$ cat src/pkg/pmpc_consts.vh
`ifndef PMPC_CONSTS_VH
`define PMPC_CONSTS_VH

// ----------------------------------------
// Register word offsets (byte address = 4 * index)
// ----------------------------------------
`define PMPC_IDX_POWER_CONTROL_REG      8'h87
`define PMPC_IDX_AUX       8'h8E
`define PMPC_IDX_AUX1      8'hA2
`define PMPC_IDX_DPL       8'h82
`define PMPC_IDX_DPH       8'h83
`define PMPC_IDX_CMD       8'h90
`define PMPC_IDX_STATUS    8'h91
`define PMPC_IDX_PINS      8'h92

// ----------------------------------------
// Field positions
// ----------------------------------------
`define PMPC_POWER_CONTROL_REG_DBL      7
`define PMPC_POWER_CONTROL_REG_FESEL    6
`define PMPC_POWER_CONTROL_REG_POF      5
`define PMPC_POWER_CONTROL_REG_WLE      4
`define PMPC_POWER_CONTROL_REG_PD       1
`define PMPC_POWER_CONTROL_REG_IDL      0
`define PMPC_AUX_AO        0
`define PMPC_AUX1_DPS      0
`define PMPC_AUX1_ZERO     2
`define PMPC_AUX1_WAKE_FROM_POWERDOWN_ENABLE     3

// ----------------------------------------
// Reset values
// ----------------------------------------
`define PMPC_POWER_CONTROL_REG_RST      8'h00
`define PMPC_AUX_RST       8'h00
`define PMPC_AUX1_RST      8'h00

// ----------------------------------------
// Pointer command codes
// ----------------------------------------
`define PMPC_CMD_INC       3'h1
`define PMPC_CMD_LOAD      3'h2
`define PMPC_CMD_CODE      3'h3
`define PMPC_CMD_XRD       3'h4
`define PMPC_CMD_XWR       3'h5
`define PMPC_CMD_JMP       3'h6

// ----------------------------------------
// Timing
// ----------------------------------------
`define PMPC_CLK_NS        10
`define PMPC_IDLE_GUARD_NS 240
// Two machine cycles of twelve clocks each
`define PMPC_IDLE_GUARD_CY 8'h18

`endif

$ cat src/hdl/pmpc_top.v
// Local design decision: register access over Avalon-MM.
`timescale 1ns/1ns
`default_nettype none
`include "pmpc_consts.vh"

// Notes on behaviour
// - Power-down request stops the oscillator after the requesting write.
// - Power-down ends on reset, or external interrupt when wake enable set.
// - Reset wake clears registers except the power-off flag; interrupt wake keeps all registers except PD and IDL bits, which clear.
// - Strobes high in idle, low in power-down; port 0 floats externally.
// - Interrupt wake needs enabled level input; low restarts, high completes.
// - Return from wake service resumes after the entering instruction.
// - Power-off flag set at power-on; software may set or clear.
// - Reset ending idle blocks RAM access for two machine cycles.
// - Emulation mode floats port 0, pulls others high, clock runs.
// - Strobe-off suppresses address strobe except during external accesses.
// - Control bit 7 doubles baud; bit 6 selects framing-error function.
// - Power-down bit sets only when watchdog input high; bit 0 idles.
// - Two 16-bit data pointers; select bit chooses active one.
// - Auxiliary register 1 bit 2 ignores writes and reads zero.
// - Pointer instructions act on the currently selected pointer.
// - Selected pointer bytes readable and writable individually.
// - Idle ends on enabled interrupt or hardware reset.
module pmpc_top (
	// Clock and reset
	input  wire        i_mclk,
	input  wire        i_reset_n,
	// Avalon-MM slave
	input  wire [9:0]  i_avs_address,
	input  wire        i_avs_read,
	input  wire        i_avs_write,
	input  wire [31:0] i_avs_writedata,
	output reg  [31:0] o_avs_readdata,
	output reg         o_avs_waitrequest,
	// Pins and core status
	input  wire        i_power_on_det,
	input  wire        i_rst_pin,
	input  wire        i_ale_in,
	input  wire        i_program_fetch_strobe_in,
	input  wire        i_irq_zero_n,
	input  wire        i_irq_one_n,
	input  wire [1:0]  i_irq_enabled,
	input  wire [1:0]  i_irq_level,
	input  wire        i_any_irq,
	input  wire        i_watchdog_enable_input_n,
	input  wire        i_ext_program,
	input  wire        i_ext_access,
	input  wire [7:0]  i_acc,
	input  wire [15:0] i_pc_next,
	// Pointer command port
	input  wire        i_ptr_cmd_valid,
	input  wire [2:0]  i_ptr_cmd,
	input  wire [15:0] i_ptr_data16,
	output reg  [15:0] o_ptr_addr,
	output reg  [15:0] o_resume_pc,
	// Outputs
	output reg         o_osc_run,
	output reg         o_cpu_halt,
	output reg         o_ram_block,
	output reg         o_sfr_reset,
	output reg         o_ale_out,
	output reg         o_ale_oe_n,
	output reg         o_program_fetch_strobe_out,
	output reg         o_program_fetch_strobe_oe_n,
	output reg         o_weak_pull,
	output reg         o_port0_float,
	output reg         o_port2_addr,
	output reg         o_pwm_force_high,
	output reg         o_baud_double,
	output reg         o_framing_sel,
	output reg         o_emul_mode
);

	// ----------------------------------------
	// Synchronisers
	// ----------------------------------------
	wire [6:0] sync_w;
	pmpc_sync2 #(.W(7)) u_sync (
		.i_mclk    (i_mclk),
		.i_reset_n (i_reset_n),
		.i_async   ({i_power_on_det, i_rst_pin, i_ale_in, i_program_fetch_strobe_in,
		             i_irq_zero_n, i_irq_one_n, i_watchdog_enable_input_n}),
		.o_sync    (sync_w)
	);
	wire por_s  = sync_w[6];
	wire rst_s  = sync_w[5];
	wire ale_s  = sync_w[4];
	wire program_fetch_strobe_s = sync_w[3];
	wire irq0_s = sync_w[2];
	wire irq1_s = sync_w[1];
	wire ew_s   = sync_w[0];

	// ----------------------------------------
	// State
	// ----------------------------------------
	localparam ST_RUN  = 2'h0;
	localparam ST_IDLE = 2'h1;
	localparam ST_PD   = 2'h2;
	localparam ST_WAKE = 2'h3;

	reg [1:0]  state_q;
	reg [7:0]  power_control_reg_q;
	reg        ao_q;
	reg        dps_q;
	reg        wake_from_powerdown_enable_q;
	reg        aux1_b1_q;
	reg [15:0] dptr0_q;
	reg [15:0] dptr1_q;
	reg        rst_q;
	reg        emul_q;
	reg        guard_on_q;
	reg [7:0]  guard_q;
	reg        pwr_seen_q;

	function [15:0] pmpc_sel;
		input        sel;
		input [15:0] a;
		input [15:0] b;
		begin
			pmpc_sel = sel ? b : a;
		end
	endfunction

	wire [15:0] data_pointer_w   = pmpc_sel(dps_q, dptr0_q, dptr1_q);
	wire [7:0]  idx_w    = i_avs_address[9:2];
	wire        wr_w     = i_avs_write & ~o_avs_waitrequest;
	wire        rd_w     = i_avs_read & ~o_avs_waitrequest;
	wire        irq_wake = (~irq0_s & i_irq_enabled[0] & i_irq_level[0]) |
	                       (~irq1_s & i_irq_enabled[1] & i_irq_level[1]);
	wire        irq_rel  = irq0_s & irq1_s;
	wire        rst_rise = rst_s & ~rst_q;
	wire        rst_fall = ~rst_s & rst_q;

	// ----------------------------------------
	// Power and control registers
	// ----------------------------------------
	always @(posedge i_mclk or negedge i_reset_n)
	begin
		if (!i_reset_n)
		begin
			state_q    <= ST_RUN;
			power_control_reg_q     <= `PMPC_POWER_CONTROL_REG_RST;
			ao_q       <= 1'b0;
			dps_q      <= 1'b0;
			wake_from_powerdown_enable_q     <= 1'b0;
			aux1_b1_q  <= 1'b0;
			rst_q      <= 1'b0;
			emul_q     <= 1'b0;
			guard_on_q <= 1'b0;
			guard_q    <= 8'h00;
			pwr_seen_q <= 1'b0;
			o_resume_pc <= 16'h0000;
		end
		else
		begin
			rst_q <= rst_s;
			if (~por_s)
				pwr_seen_q <= 1'b0;
			if (guard_on_q)
			begin
				guard_q <= guard_q - 8'h01;
				if (guard_q == 8'h01)
					guard_on_q <= 1'b0;
			end
			if (rst_s)
			begin
				// Reset clears register state but keeps the power-off flag
				power_control_reg_q    <= `PMPC_POWER_CONTROL_REG_RST | (power_control_reg_q & 8'h20);
				ao_q      <= 1'b0;
				dps_q     <= 1'b0;
				wake_from_powerdown_enable_q    <= 1'b0;
				aux1_b1_q <= 1'b0;
				state_q   <= ST_RUN;
				if (~ale_s & program_fetch_strobe_s)
					emul_q <= 1'b1;
				if (rst_rise & (state_q == ST_IDLE))
				begin
					guard_on_q <= 1'b1;
					guard_q    <= `PMPC_IDLE_GUARD_CY;
				end
			end
			else
			begin
				if (rst_fall & ale_s)
					emul_q <= 1'b0;
				case (state_q)
					ST_RUN:
					begin
						if (wr_w && idx_w == `PMPC_IDX_POWER_CONTROL_REG)
						begin
							power_control_reg_q[7:2] <= i_avs_writedata[7:2];
							power_control_reg_q[`PMPC_POWER_CONTROL_REG_IDL] <= i_avs_writedata[0];
							if (i_avs_writedata[`PMPC_POWER_CONTROL_REG_PD] & ew_s)
							begin
								power_control_reg_q[`PMPC_POWER_CONTROL_REG_PD] <= 1'b1;
								o_resume_pc <= i_pc_next;
								state_q <= ST_PD;
							end
							else if (i_avs_writedata[`PMPC_POWER_CONTROL_REG_IDL])
							begin
								o_resume_pc <= i_pc_next;
								state_q <= ST_IDLE;
							end
						end
						if (wr_w && idx_w == `PMPC_IDX_AUX)
							ao_q <= i_avs_writedata[`PMPC_AUX_AO];
						if (wr_w && idx_w == `PMPC_IDX_AUX1)
						begin
							dps_q     <= i_avs_writedata[`PMPC_AUX1_DPS];
							aux1_b1_q <= i_avs_writedata[1];
							wake_from_powerdown_enable_q    <= i_avs_writedata[`PMPC_AUX1_WAKE_FROM_POWERDOWN_ENABLE];
						end
					end
					ST_IDLE:
					begin
						if (i_any_irq)
						begin
							power_control_reg_q[1:0] <= 2'b00;
							state_q <= ST_RUN;
						end
					end
					ST_PD:
					begin
						if (wake_from_powerdown_enable_q & irq_wake)
							state_q <= ST_WAKE;
					end
					ST_WAKE:
					begin
						if (irq_rel)
						begin
							power_control_reg_q[1:0] <= 2'b00;
							state_q <= ST_RUN;
						end
					end
					default: state_q <= ST_RUN;
				endcase
			end
			// Hardware set of the power-off flag wins over a software write
			if (por_s & ~pwr_seen_q)
			begin
				pwr_seen_q <= 1'b1;
				power_control_reg_q[`PMPC_POWER_CONTROL_REG_POF] <= 1'b1;
			end
		end
	end

	// ----------------------------------------
	// Data pointers
	// ----------------------------------------
	always @(posedge i_mclk or negedge i_reset_n)
	begin
		if (!i_reset_n)
		begin
			dptr0_q    <= 16'h0000;
			dptr1_q    <= 16'h0000;
			o_ptr_addr <= 16'h0000;
		end
		else if (rst_s)
		begin
			dptr0_q <= 16'h0000;
			dptr1_q <= 16'h0000;
		end
		else
		begin
			if (i_ptr_cmd_valid)
			begin
				case (i_ptr_cmd)
					`PMPC_CMD_INC:
					begin
						if (dps_q) dptr1_q <= dptr1_q + 16'h0001;
						else dptr0_q <= dptr0_q + 16'h0001;
					end
					`PMPC_CMD_LOAD:
					begin
						if (dps_q) dptr1_q <= i_ptr_data16;
						else dptr0_q <= i_ptr_data16;
					end
					`PMPC_CMD_CODE, `PMPC_CMD_JMP:
						o_ptr_addr <= data_pointer_w + {8'h00, i_acc};
					`PMPC_CMD_XRD, `PMPC_CMD_XWR:
						o_ptr_addr <= data_pointer_w;
					default: o_ptr_addr <= o_ptr_addr;
				endcase
			end
			if (wr_w && idx_w == `PMPC_IDX_DPL && state_q == ST_RUN)
			begin
				if (dps_q) dptr1_q[7:0] <= i_avs_writedata[7:0];
				else dptr0_q[7:0] <= i_avs_writedata[7:0];
			end
			if (wr_w && idx_w == `PMPC_IDX_DPH && state_q == ST_RUN)
			begin
				if (dps_q) dptr1_q[15:8] <= i_avs_writedata[7:0];
				else dptr0_q[15:8] <= i_avs_writedata[7:0];
			end
		end
	end

	// ----------------------------------------
	// Bus answer and pin outputs
	// ----------------------------------------
	reg [31:0] rdata_d;
	always @*
	begin
		rdata_d = 32'h00000000;
		case (idx_w)
			`PMPC_IDX_POWER_CONTROL_REG:   rdata_d = {24'h000000, power_control_reg_q};
			`PMPC_IDX_AUX:    rdata_d = {31'h00000000, ao_q};
			`PMPC_IDX_AUX1:   rdata_d = {28'h0000000, wake_from_powerdown_enable_q, 1'b0, aux1_b1_q, dps_q};
			`PMPC_IDX_DPL:    rdata_d = {24'h000000, data_pointer_w[7:0]};
			`PMPC_IDX_DPH:    rdata_d = {24'h000000, data_pointer_w[15:8]};
			`PMPC_IDX_STATUS: rdata_d = {26'h0000000, emul_q, guard_on_q, 2'b00, state_q};
			default:          rdata_d = 32'h00000000;
		endcase
	end

	wire in_pd   = (state_q == ST_PD);
	wire in_idle = (state_q == ST_IDLE);

	always @(posedge i_mclk or negedge i_reset_n)
	begin
		if (!i_reset_n)
		begin
			o_avs_readdata    <= 32'h00000000;
			o_avs_waitrequest <= 1'b1;
			o_osc_run         <= 1'b1;
			o_cpu_halt        <= 1'b0;
			o_ram_block       <= 1'b0;
			o_sfr_reset       <= 1'b1;
			o_ale_out         <= 1'b1;
			o_ale_oe_n        <= 1'b1;
			o_program_fetch_strobe_out        <= 1'b1;
			o_program_fetch_strobe_oe_n       <= 1'b1;
			o_weak_pull       <= 1'b0;
			o_port0_float     <= 1'b0;
			o_port2_addr      <= 1'b0;
			o_pwm_force_high  <= 1'b0;
			o_baud_double     <= 1'b0;
			o_framing_sel     <= 1'b0;
			o_emul_mode       <= 1'b0;
		end
		else
		begin
			// One wait cycle, then a one-cycle acknowledge
			o_avs_waitrequest <= ~((i_avs_read | i_avs_write) & o_avs_waitrequest);
			if (rd_w | ~o_avs_waitrequest)
				o_avs_readdata <= o_avs_readdata;
			else
				o_avs_readdata <= rdata_d;
			o_osc_run        <= ~(in_pd & ~(wake_from_powerdown_enable_q & irq_wake));
			o_cpu_halt       <= in_pd | in_idle | (state_q == ST_WAKE) | emul_q;
			o_ram_block      <= guard_on_q;
			o_sfr_reset      <= rst_s;
			o_pwm_force_high <= in_pd | in_idle;
			o_port0_float    <= emul_q | ((in_pd | in_idle) & i_ext_program);
			o_port2_addr     <= in_idle & i_ext_program;
			o_weak_pull      <= emul_q;
			o_emul_mode      <= emul_q;
			o_baud_double    <= power_control_reg_q[`PMPC_POWER_CONTROL_REG_DBL];
			o_framing_sel    <= power_control_reg_q[`PMPC_POWER_CONTROL_REG_FESEL];
			o_ale_oe_n       <= emul_q | rst_s;
			o_program_fetch_strobe_oe_n      <= emul_q | rst_s;
			o_program_fetch_strobe_out       <= ~in_pd;
			if (in_pd)
				o_ale_out <= 1'b0;
			else if (in_idle)
				o_ale_out <= 1'b1;
			else
				o_ale_out <= ~ao_q | i_ext_access;
		end
	end

endmodule

`default_nettype wire

$ cat src/hdl/pmpc_sync2.v
`timescale 1ns/1ns
`default_nettype none

module pmpc_sync2 #(
	parameter W = 1
)(
	// Clock and reset
	input  wire         i_mclk,
	input  wire         i_reset_n,
	// Data
	input  wire [W-1:0] i_async,
	output reg  [W-1:0] o_sync
);

	reg [W-1:0] meta_q;

	always @(posedge i_mclk or negedge i_reset_n)
	begin
		if (!i_reset_n)
		begin
			meta_q <= {W{1'b0}};
			o_sync <= {W{1'b0}};
		end
		else
		begin
			meta_q <= i_async;
			o_sync <= meta_q;
		end
	end

endmodule

`default_nettype wire

$ cat config.mk
export PLATFORM = sky130hd
export DESIGN_NAME = pmpc_top
export DESIGN_NICKNAME = d
export VERILOG_FILES = /design/src/hdl/pmpc_top.v /design/src/hdl/pmpc_sync2.v
export VERILOG_INCLUDE_DIRS = /design/src /design/src/pkg
export SDC_FILE = /design/constraint.sdc
export NUM_CORES = 1
export LEC_CHECK = 0
export BUFFER_PORTS_ARGS = -buffer_cell sky130_fd_sc_hd__buf_2
export CAP_MARGIN = 10
export CORE_MARGIN = 2
export CORE_UTILIZATION = 55
export DETAILED_ROUTE_END_ITERATION = 10
export GPL_TIMING_DRIVEN = 0
export MAX_ROUTING_LAYER = met4
export PLACE_DENSITY = 0.82
export SLEW_MARGIN = 20
export SYNTH_ARGS = -nofsm -noshare
export SYNTH_HDL_FRONTEND = slang
export SYNTH_HIERARCHICAL = 1
export SYNTH_SLANG_ARGS = --single-unit
$ cat constraint.sdc
create_clock -name i_mclk -period 4.45 [get_ports i_mclk]
set_input_delay 0.6675 -clock i_mclk [delete_from_list [all_inputs] [get_ports i_mclk]]
set_output_delay 0.6675 -clock i_mclk [all_outputs]
set_load 0.02 [all_outputs]
== Yosys cells after proc, flatten, opt, wreduce, memory -nomap -nowiden ==
Index checks and enable logic that the tools add are counted.
Cells by class
  $add $sub $neg: 4
  equality and inequality tests: 25
  mux-type cells: 63
  bitwise gates (word level): 40
  reduce and logical (&&, ||, !) cells: 30
Operators with widths (count)
  $mux W16: 11
  $mux W8: 13
  $pmux W16 S2: 3
  $eq A8 B8 Y1 const B: 6
  $pmux W8 S6: 1
  $add A16 B1 Y16 const B: 2
  $mux W1: 25
  $and A1 B1 Y1: 19
  $reduce_bool A2 Y1: 9
  $add A16 B8 Y16: 1
  $mux W2: 7
  $ne A3 B2 Y1 const B: 4
  $not A1 Y1: 12
  $reduce_and A5 Y1: 2
  $eq A3 B3 Y1 const B: 3
  $or A1 B1 Y1: 9
  $eq A8 B1 Y1 const B: 1
  $pmux W2 S4: 1
  $reduce_and A2 Y1: 4
  $reduce_and A4 Y1: 2
  $sub A8 B1 Y8 const B: 1
  $logic_and A1 B1 Y1: 7
  $eq A3 B2 Y1 const B: 2
  $mux W6: 1
  11 further kinds: 16
Storage, ports and cells
  register bits after elaboration: 150
  bits of input ports: 104
  output and inout bits: 80
  logic and storage cells: 197

== Longest topological paths before layout ==
Gate-level depths: netlist of the first run.
  depth after elaboration: 8
  gate-level depth with buffers: 12
  depth with buffers taken out: 9

== By module ==
Netlist of the first run, hierarchy kept.
By module, submodules not included
  pmpc_top: instances 1, cells an instance 810, area each 7378.3 um^2
  pmpc_sync2: instances 1, cells an instance 14, area each 350.3 um^2

== Worst setup path after synthesis of the first run ==
OpenSTA, ideal clock, no wires.
  path type: reg-to-reg
  start point: reg dps_q
  end point: reg o_ptr_addr[6]
  library setup time: 0.125 ns
  arrival: 3.011 ns
  data required time: 4.325 ns
  setup slack: 1.315 ns
  stages on the path, launching flop included: 11
  path buffers: 3
  cell sequence: dfrtp_1 -> buf_2 -> buf_2 -> buf_2 -> mux2_2 -> ha_1 -> nor2b_1 -> o31a_1 -> or4_1 -> a32o_1 -> mux2_2
Between the ends
  longest elaborated chain between the ends: 3
RTL lines
  start, declared: line pmpc_top.v:104  | reg dps_q;
  start signal, assigned: line pmpc_top.v:209  | dps_q <= i_avs_writedata[`PMPC_AUX1_DPS];
  $mux W16 *: line pmpc_top.v:120  | pmpc_sel = sel ? b : a;
  $add A16 B8 Y16: line pmpc_top.v:279  | o_ptr_addr <= data_pointer_w + {8'h00, i_acc};
  $pmux W16 S2 *: line pmpc_top.v:267  | case (i_ptr_cmd)
  end signal, assigned: line pmpc_top.v:279
  end signal, assigned: line pmpc_top.v:281  | o_ptr_addr <= data_pointer_w;
  end signal, assigned: line pmpc_top.v:282  | default: o_ptr_addr <= o_ptr_addr;
  end, declared: line pmpc_top.v:54  | output reg [15:0] o_ptr_addr,
Mark *: on every way between the ends. The rest lies on a longest branch, timed or not.
A chain may end at the register's enable or synchronous reset.

== Worst setup path after layout of the first run ==
Ends and elaborated chain as after synthesis.

==> out/metrics.csv, run 1 <==
metric,value,unit
design_area,9324,sq um
hold_viol,0,
num_rows,43,
synth_top_area_cell,dfrtp_1,
hp-class,in -> async,
finalWorstSetupSlack,0.6506,ns
reg2reg_slack,0.65,ns
setup_viol,0,
cp-start-kind,flop,
holdBufCountCts,0,
postLayoutCoreUtil,67.43,%
clock_path_buffers,2,
r2r_cells,10,
switching_power,0.001088,W
dr.pass1.iters,5,
rsz0062_at_grt,no,
drt_iter0_markers,815,
routedWlPerCell,20.32,microns
wl,24160,microns
irDropWorstVdd,0.2612,mV
clkSlewWorstSetupHoldPaths,0.06,ns
reg2reg_to,o_ptr_addr[6],
cts_made_buffers,17,
yosysMostFrequentCell,dfrtp_1,
htreeDepth,4,
synth_edf_count,0,
initial_utilization,55.90,%
antenna_found_initial,0,
cts-root-buf,clkbuf_16,
fmax,263.2,MHz
fin_nets,1118,
postCtsSetupBuffers,0,
cts.sinks,126,
ys_ff_latch,126,
drv_cap,0,
ys_top_cells_by_count,"120 x dfrtp_1, 69 x nor2_1, 67 x nand2_1",
grt_usage,34.06,%
cp.arrival,4.11,ns
ys_warn_count,6,
grt_max_degree,85,
die_w,122.5,microns
clkPwrFrac,40.7,%
syn_avg_cell_area,9.379,sq um
insertion_delay,0.43,ns
drive_gt1_share,24.98,%
cp-end-kind,flop,
combPwrFrac,20.5,%
area_growth,20.64,%
crit_required,4.76,ns
timing.final.crit_share,85.38,%
synthArstFlopShare,100.0,%
relSlewSlack,28.31,%
ys_seq_area_share,40.89,%
setup.worst_path.start,dps_q,
outcome,"finished, final reports clean",
ios,184,
powerDensity,375.3,nW/um^2
placedInstanceArea,8723,sq um
fin_worst_skew,0.008885,ns
tritoncts,built,
leakage,4.243,nW
crit_fanout,10,
dr_total_vias,7390,
dieArea,15020,sq um
first_global_vias,6968,
dpl_worst_slack,0.7450,ns
dp_hpwl,17430,microns
sequentialPowerShare,38.9,%
critPathCapture,o_ptr_addr[6],
routabilityCongestion,1.032,
grt_first_pass_wirelength,37530,microns
tightest_slew,1.060,ns
io_buffers,129,
yosysUniqueCellTypes,79,
synthFlopType,dfrtp_1,
ant_nets,0,
ctsResizeCount,0,
dieHeight,122.5,microns
core_area,13830,sq um
grt_overflow_total,0,
maxSlewViolCount,0,
synthTopCellsByArea,"dfrtp_1 39%, mux2_2 3.8%, nor2_1 3.4%",
drc,0,
swShare,31.08,%
viasPerCell,6.215,
finalSetupTns,0,ns
r2r-start,dps_q,
path_class,reg -> reg,
p_int,0.002412,W
fillCellCount,1111,
layout_min_cycle_time,3.799,ns
diodes,0,
postSynthCellCount,824,
netlist_area,7729,sq um
synth_top_area_share,38.85,%
-- critical path: stages (launching register included) --
cell	delay [ns]
dfrtp_1	0.52
buf_2	0.33
buf_2	0.33
buf_2	0.30
mux2_2	0.42
ha_1	0.34
nor2b_1	0.18
o31a_1	0.33
or4_1	0.42
a32o_1	0.25
mux2_2	0.25
-- flip-flops by register name, summed over array words and instances (netlist names), 2 cells and up --
| register | flops |
|---|---|
| dptr0_q | 16 |
| dptr1_q | 16 |
| guard_q | 8 |
| o_avs_readdata | 8 |
| o_ptr_addr | 16 |
| o_resume_pc | 16 |
| power_control_reg_q | 8 |
| state_q | 2 |
| u_sync/meta_q | 7 |
| u_sync/o_sync | 7 |
-- layer usage --
| layer | vias to the layer above | global-route usage [%] | share of wire [%] |
|---|---|---|---|
| met5 | - | - | 0 |
| met2 | 439 | 51.42 | 46 |
| met3 | 99 | 8.086 | 10 |
| met1 | 3492 | 43.35 | 40 |
| met4 | 0 | 16.02 | 4.8 |
| li1 | 3360 | - | - |
-- through the flow --
stage               hold WS (ns)  cells  power (W)
floorplan                 0.3312    847   0.001829
global placement          0.3327   1156   0.002055
detailed placement        0.3347   1157   0.002074
CTS                       0.1212   1189   0.003492
global route              0.1253   1189   0.003644
finish                    0.1084   1189   0.003500
-- worst min path at each step --
stage	depth (start not counted)	slack, ns	to	from
floorplan	0	0.33	u_sync/o_sync[0]	u_sync/meta_q[0]
global placement	0	0.33	u_sync/o_sync[6]	u_sync/meta_q[6]
detailed placement	0	0.33	u_sync/o_sync[2]	u_sync/meta_q[2]
CTS	1	0.12	o_ptr_addr[5]	i_reset_n
global route	1	0.13	o_ptr_addr[5]	i_reset_n
finish	1	0.11	o_ptr_addr[5]	i_reset_n
-- power by group through the flow --
stage	combinational [W]	clock (W)	sequential (W)
CTS	0.000710	0.00142	0.00136
floorplan	0.000389	0	0.00144
global placement	0.000683	0	0.00137
detailed placement	0.000699	0	0.00138
finish	0.000716	0.00142	0.00136
global route	0.000784	0.00149	0.00138
-- cells in the final DEF (no fill, tap or decap), drive strengths merged, types with 11 or more instances in the layout --
cell / synthesis / final
a211oi: 24 / 24
nor4: 13 / 13
nand3: 21 / 21
a22oi: 14 / 14
nor2: 69 / 69
conb: 1 / 24
nand4: 11 / 11
a21oi: 36 / 36
o211ai: 16 / 16
o21ai: 41 / 41
clkbuf: 39 / 59
mux2: 36 / 36
ha: 17 / 17
nor3: 21 / 21
nand2: 67 / 67
and3: 11 / 11
dfrtp: 120 / 120
mux2i: 20 / 20
buf: 39 / 169
nand2b: 12 / 12
inv: 24 / 26
-- cells by family (layout without fill, tap and decap cells) --
family          Yosys count  in the layout  synth area share (%)
simple gates            291            291                 20.33
compound gates          216            216                 19.17
flops                   126            126                 40.89
buf+inv                 102            264                 6.638
mux                      56             56                 8.321
fa+ha+maj                18             18                 3.011
xor+xnor                 14             14                 1.587
other cells               1             24               0.04852
-- layout make-up --
cell class                 instances  area (sq um)  share of cell area, %
timing repair buffer             130         683.2                  7.327
clock inverter                    12         133.9                  1.436
clock buffer                      20         466.7                  5.005
buffer                            78         422.9                  4.536
inverter                          24         90.09                 0.9662
tap                              180         225.2                  2.415
multi-input combinational        619          4141                  44.42
sequential                       126          3161                  33.90
Power figures use the tool's default switching activity.
==> run 2: changes to the inputs <==
ABC_AREA = 1   (was unset)
PLACE_DENSITY = 0.81   (was 0.82)
SYNTH_HIERARCHICAL = unset   (was 1)
==> out/metrics.csv, run 2 <==
metric,value,unit
die_w,125.7,microns
cts-root-buf,clkbuf_16,
grt_overflow_total,0,
insertion_delay,0.43,ns
tritoncts,built,
final_common_cell,nand2_1,
grt_first_pass_wirelength,40110,microns
ant_nets,0,
fin_worst_skew,0.008508,ns
first_global_vias,7768,
max_stage_delay,0.40,ns
dpl_worst_slack,1.491,ns
num_rows,44,
synth_top_area_cell,dfrtp_1,
timing.final.crit_share,67.93,%
cp_common_cell,nand2_1,
synth_top_area_share,36.89,%
drc,0,
dr.pass1.iters,6,
finalWorstSetupSlack,1.427,ns
relSlewSlack,45.71,%
ctsResizeCount,0,
grt_max_degree,89,
crit_family,simple AND/OR/NAND/NOR gates,
hold_viol,0,
r2r-start,dps_q,
critPathSlowestCell,fa_1,
drv_cap,0,
routedWlPerCell,16.93,microns
wl_met2,11170,microns
layout_min_cycle_time,3.023,ns
yosysUniqueCellTypes,51,
postSynthCellCount,1107,
place_inst,1448,
reg2reg_slack,1.43,ns
ys_seq_area_share,38.83,%
setup_viol,0,
clkSlewWorstSetupHoldPaths,0.06,ns
cts.sinks,126,
htreeDepth,4,
yosysMostFrequentCell,nand2_1,
cp-end-kind,flop,
reg2reg_to,o_ptr_addr[10],
ios,184,
io_buffers,133,
r2r_cells,16,
area_growth,19.52,%
dieArea,15790,sq um
irDropWorstVdd,0.3273,mV
synthArstFlopShare,100.0,%
routedLengthMet1,10560,microns
cp-start-kind,flop,
routabilityCongestion,1.051,
fmax,330.8,MHz
initial_utilization,56.22,%
outcome,"finished, final reports clean",
hp-class,in -> async,
fin_nets,1405,
holdBufCountCts,0,
wl,25070,microns
leakage,5.052,nW
grt_usage,33.34,%
drive_gt1_share,23.38,%
rsz0062_at_grt,no,
ys_top_cells_by_count,"299 x nand2_1, 132 x inv_1, 120 x dfrtp_1",
synthTopCellsByArea,"dfrtp_1 37%, nand2_1 14%, inv_1 6.1%",
clock_path_buffers,2,
postCtsSetupBuffers,0,
drt_iter0_markers,853,
path_cells,buf_4 -> inv_2 -> buf_4 -> nand2_1 -> nand2_1 -> ha_1 -> inv_1 -> fa_1 -> o21ai_0 -> nand3_1 -> nand2_1 -> nand3_1 -> inv_1 -> nand2_1 -> nand3_1 -> nand2_1,
design_area,9729,sq um
cp.arrival,3.34,ns
dr_total_vias,8202,
finalSetupTns,0,ns
syn_avg_cell_area,7.353,sq um
dp_hpwl,18830,microns
ys_warn_count,0,
tightest_slew,0.8059,ns
path_class,reg -> reg,
synth_edf_count,0,
finalNonFillerCells,1481,
ys_ff_latch,126,
crit_required,4.76,ns
dieHeight,125.7,microns
maxSlewViolCount,0,
path_buf_inv,5,
synthFlopType,dfrtp_1,
antenna_found_initial,1,
core_area,14480,sq um
maxUsedRoutingLayer,met4,
fillCellCount,1331,
final_cell_mix,"299 x nand2_1, 147 x buf_2, 132 x inv_1",
wl_met3,2355,microns
crit_fanout,10,
postLayoutCoreUtil,67.20,%
powerDensity,340.5,nW/um^2
viasPerCell,5.538,
placedInstanceArea,9160,sq um
netlist_area,8140,sq um
cts_made_buffers,17,
## run 2: changes by cell type in the layout (fill, tap and decap cells not counted), sizes merged, moves of 10 or more
cell,before,now
nand2,67,317
inv,26,150
o21ai,41,118
nand3,21,87
mux2,36,0
clkbuf,59,30
a211oi,24,2
mux2i,20,0
buf,169,185
nand2b,12,0
nor4,13,1
and3,11,1
or3,10,0
## run 2: worst max-delay path by stage
stage	from	to	slack [ns]	depth (start not counted)
after floorplan	dps_q	o_ptr_addr[12]	2.00	16
after global placement	i_reset_n	o_ptr_addr[1]	1.02	1
after detailed placement	dps_q	o_ptr_addr[10]	1.49	16
after CTS	dps_q	o_ptr_addr[10]	1.47	16
after global routing	dps_q	o_ptr_addr[14]	1.11	16
final	dps_q	o_ptr_addr[10]	1.43	16
## run 2: stage by stage
step	total power [W]	hold slack, ns
floorplan	0.001745	0.3312
global placement	0.001957	0.3315
detailed placement	0.001980	0.3347
CTS	0.003323	0.1319
global route	0.003463	0.1387
finish	0.003313	0.1264
## run 2: cell families (layout without fill, tap and decap cells)
kind of cell               Yosys count  after routing  share of synthesized area (%)
AOI/OAI and AO/OA                  210            210                          15.46
other                                1             25                        0.04607
adders and majority gates           18             18                          2.859
DFF                                126            126                          38.83
xor gates and xnor gates             7              7                         0.7532
and+or+nand+nor                    538            538                          30.31
buffers and inverters              207            373                          11.74
## run 2: layout make-up
cell class	instances	area [sq um]	share of cell area, %
antenna	1	2.502	0.02572
buffer	60	401.6	4.128
clock buffer	21	460.4	4.733
clock inverter	11	106.4	1.093
inverter	147	554.3	5.697
multi-input combinational	797	4110	42.25
sequential	126	3161	32.48
tap	184	230.2	2.366
timing repair buffer	134	703.2	7.227
## run 2: routing by layer
| metal | up-vias | global-route usage [%] |
|---|---|---|
| li1 | 3921 | - |
| met4 | 0 | 12.75 |
| met5 | - | - |
| met1 | 3786 | 44.08 |
| met2 | 430 | 50.52 |
| met3 | 65 | 7.349 |
## run 2: power by group
| part | internal [W] | switching [W] | leakage (nW) |
|---|---|---|---|
| sequential | 0.00126 | 0.0000767 | 1.65 |
| combinational | 0.000213 | 0.000411 | 3.13 |
| clock | 0.000803 | 0.000547 | 0.271 |
| total | 0.00228 | 0.00103 | 5.05 |
==> run 3: changes to the inputs <==
ABC_AREA = 0   (was 1)
CORE_UTILIZATION = 54   (was 55)
clock period = 3.1 ns   (was 4.45 ns; I/O delays follow)
==> out/metrics.csv, run 3 <==
metric,value,unit
hold_viol,0,
initial_utilization,55.57,%
tightest_slew,0.8898,ns
htreeDepth,4,
fmax,336.3,MHz
diodes,0,
setup_viol,0,
ys_warn_count,0,
synthFlopType,dfrtp_1,
grt_usage,32.19,%
drive_gt1_share,24.11,%
clkSlewWorstSetupHoldPaths,0.06,ns
cp-start-kind,flop,
postCtsSetupBuffers,0,
synthTopCellsByArea,"dfrtp_1 40%, nand2_1 4.5%, nor2_1 3.8%",
grt_max_degree,73,
leakage,4.072,nW
ys_ff_latch,126,
ys_seq_area_share,42.61,%
wl,22160,microns
postSynthCellCount,805,
path_cells,buf_4 -> buf_4 -> buf_4 -> mux2_2 -> ha_1 -> inv_1 -> fa_1 -> nor2b_2 -> o2111ai_1 -> nand3_1 -> nand3_1 -> xnor2_1 -> o21ai_0,
first_global_vias,6780,
fin_nets,1096,
dieArea,14690,sq um
crit_fanout,10,
clkPwrFrac,43.6,%
tritoncts,built,
yosysUniqueCellTypes,78,
final_cell_mix,"128 x buf_2, 120 x dfrtp_1, 88 x nand2_1",
io_buffers,126,
dr.pass1.iters,7,
setup.worst_path.start,dps_q,
num_rows,42,
syn_avg_cell_area,9.214,sq um
dieHeight,121.2,microns
sequentialPowerShare,41.2,%
netlist_area,7417,sq um
dr_total_vias,7125,
ios,184,
outcome,"finished, final reports clean",
insertion_delay,0.43,ns
viasPerCell,6.126,
die_w,121.2,microns
synthArstFlopShare,100.0,%
cp.arrival,3.32,ns
hold_ws,0.06463,ns
grt_first_pass_wirelength,35250,microns
crit_required,3.44,ns
routabilityCongestion,0.9873,
timing.final.crit_share,95.93,%
ant_nets,0,
ys_top_cells_by_count,"120 x dfrtp_1, 88 x nand2_1, 76 x nor2_1",
drv_cap,0,
max_stage_delay,0.39,ns
layout_min_cycle_time,2.974,ns
area_growth,21.39,%
synth_top_area_share,40.49,%
cts-root-buf,clkbuf_16,
drt_iter0_markers,890,
synth_top_area_cell,dfrtp_1,
core_area,13350,sq um
powerDensity,505.1,nW/um^2
p_int,0.003220,W
grt_overflow_total,0,
antenna_found_initial,0,
path_class,reg -> reg,
clock_path_buffers,2,
maxSlewViolCount,0,
postLayoutCoreUtil,67.45,%
drc,0,
combPwrFrac,15.2,%
r2r-start,dps_q,
crit_family,buffers and inverters,
irDropWorstVdd,0.4651,mV
synth_edf_count,0,
critPathSlowestCell,fa_1,
cp_common_cell,buf_4,
path_buf_inv,4,
yosysMostFrequentCell,dfrtp_1,
switching_power,0.001327,W
cp-end-kind,flop,
cts.sinks,126,
dp_hpwl,16190,microns
relSlewSlack,40.46,%
fin_worst_skew,0.007271,ns
hp-class,in -> async,
cts_made_buffers,17,
swShare,29.18,%
final_common_cell,buf_2,
rsz0062_at_grt,no,
routedWlPerCell,19.05,microns
[run 3: cell count changes after synthesis, moves of 16 or more]
cell / before / now
nand3_1: 83 / 29
o21ai_1: 30 / 3
clkbuf_1: 9 / 36
nand2_1: 299 / 88
o21ai_0: 70 / 43
nand2_2: 16 / 0
inv_1: 132 / 15
mux2i_1: 0 / 21
o21ai_2: 18 / 0
[run 3: worst register-to-register path: cells and delay by family, from the launching register on]
| family | cells | cell delay (ns) |
|---|---|---|
| buffers and inverters | 4 | 0.65 |
| XOR/XNOR | 1 | 0.14 |
| AND/OR/NAND/NOR | 3 | 0.51 |
| adder cells (fa/ha/maj) | 2 | 0.61 |
| AO/OA/AOI/OAI | 2 | 0.32 |
| multiplexers | 1 | 0.31 |
| flip-flops | 1 | 0.37 |
[run 3: cells by family after synthesis]
logic type | Yosys count | synth area share, %
buffers and inverters | 89 | 6.157
multiplexers | 46 | 6.630
other | 1 | 0.05056
adder cells (fa/ha/maj) | 18 | 3.138
flip-flops | 126 | 42.61
AO/OA/AOI/OAI | 202 | 18.37
AND/OR/NAND/NOR | 305 | 20.92
XOR/XNOR | 18 | 2.125
[run 3: what timing repair did]
item / CTS / global route
hold buffers: 0 / 0
gates cloned: 0 / 0
resized for setup: 7 / 4
endpoints found under the setup margin: 8 / 7
hold endpoints to repair: 0 / 0
[run 3: power groups by stage]
stage                     sequential (W)  clock, W  combinational, W
after floorplan                  0.00195         0          0.000351
after global routing             0.00189   0.00209          0.000762
final                            0.00187   0.00198          0.000692
after detailed placement         0.00190         0          0.000682
after CTS                        0.00187   0.00200          0.000690
after global placement           0.00189         0          0.000656
[run 3: final timing paths]
kind	to	slack, ns	cells past startpoint
worst max-delay path	o_ptr_addr[8]	0.13	13
worst min-delay path	dptr0_q[7]	0.06	1
worst max register to register	o_ptr_addr[8]	0.13	13
worst min register to register	u_sync.o_sync[0]	0.35	0
max in group asynchronous	o_avs_waitrequest	2.27	2
min in group i_mclk	u_sync.meta_q[6]	0.14	1
[run 3: through the flow]
step / total power [W] / TNS, ns / setup slack [ns] / cells / area [sq um]
floorplan: 0.002303 / 0 / 0.3083 / 828 / 7503
global placement: 0.002545 / -10.24 / -0.4673 / 1130 / 8354
detailed placement: 0.002578 / -1.933 / -0.5770 / 1131 / 8388
CTS: 0.004565 / 0 / 0.08821 / 1163 / 8987
global route: 0.004740 / 0 / 0.004586 / 1163 / 9004
finish: 0.004547 / 0 / 0.1261 / 1163 / 9004
[run 3: routing by layer]
layer | track usage [%] | share of wire [%]
met5 | - | 0
met4 | 13.51 | 3.9
met3 | 7.566 | 11
met2 | 48.00 | 45
met1 | 42.45 | 40
[run 3: cell type report]
class | count | area, sq um
multi-input cells | 613 | 3906
repair buffers | 127 | 664.4
clock buffers | 17 | 425.4
fillers | 1099 | 4344
plain buffers | 74 | 409.1
well taps | 176 | 220.2
flip-flops and latches | 126 | 3161
inverters | 15 | 56.30
clock inverters | 15 | 161.4
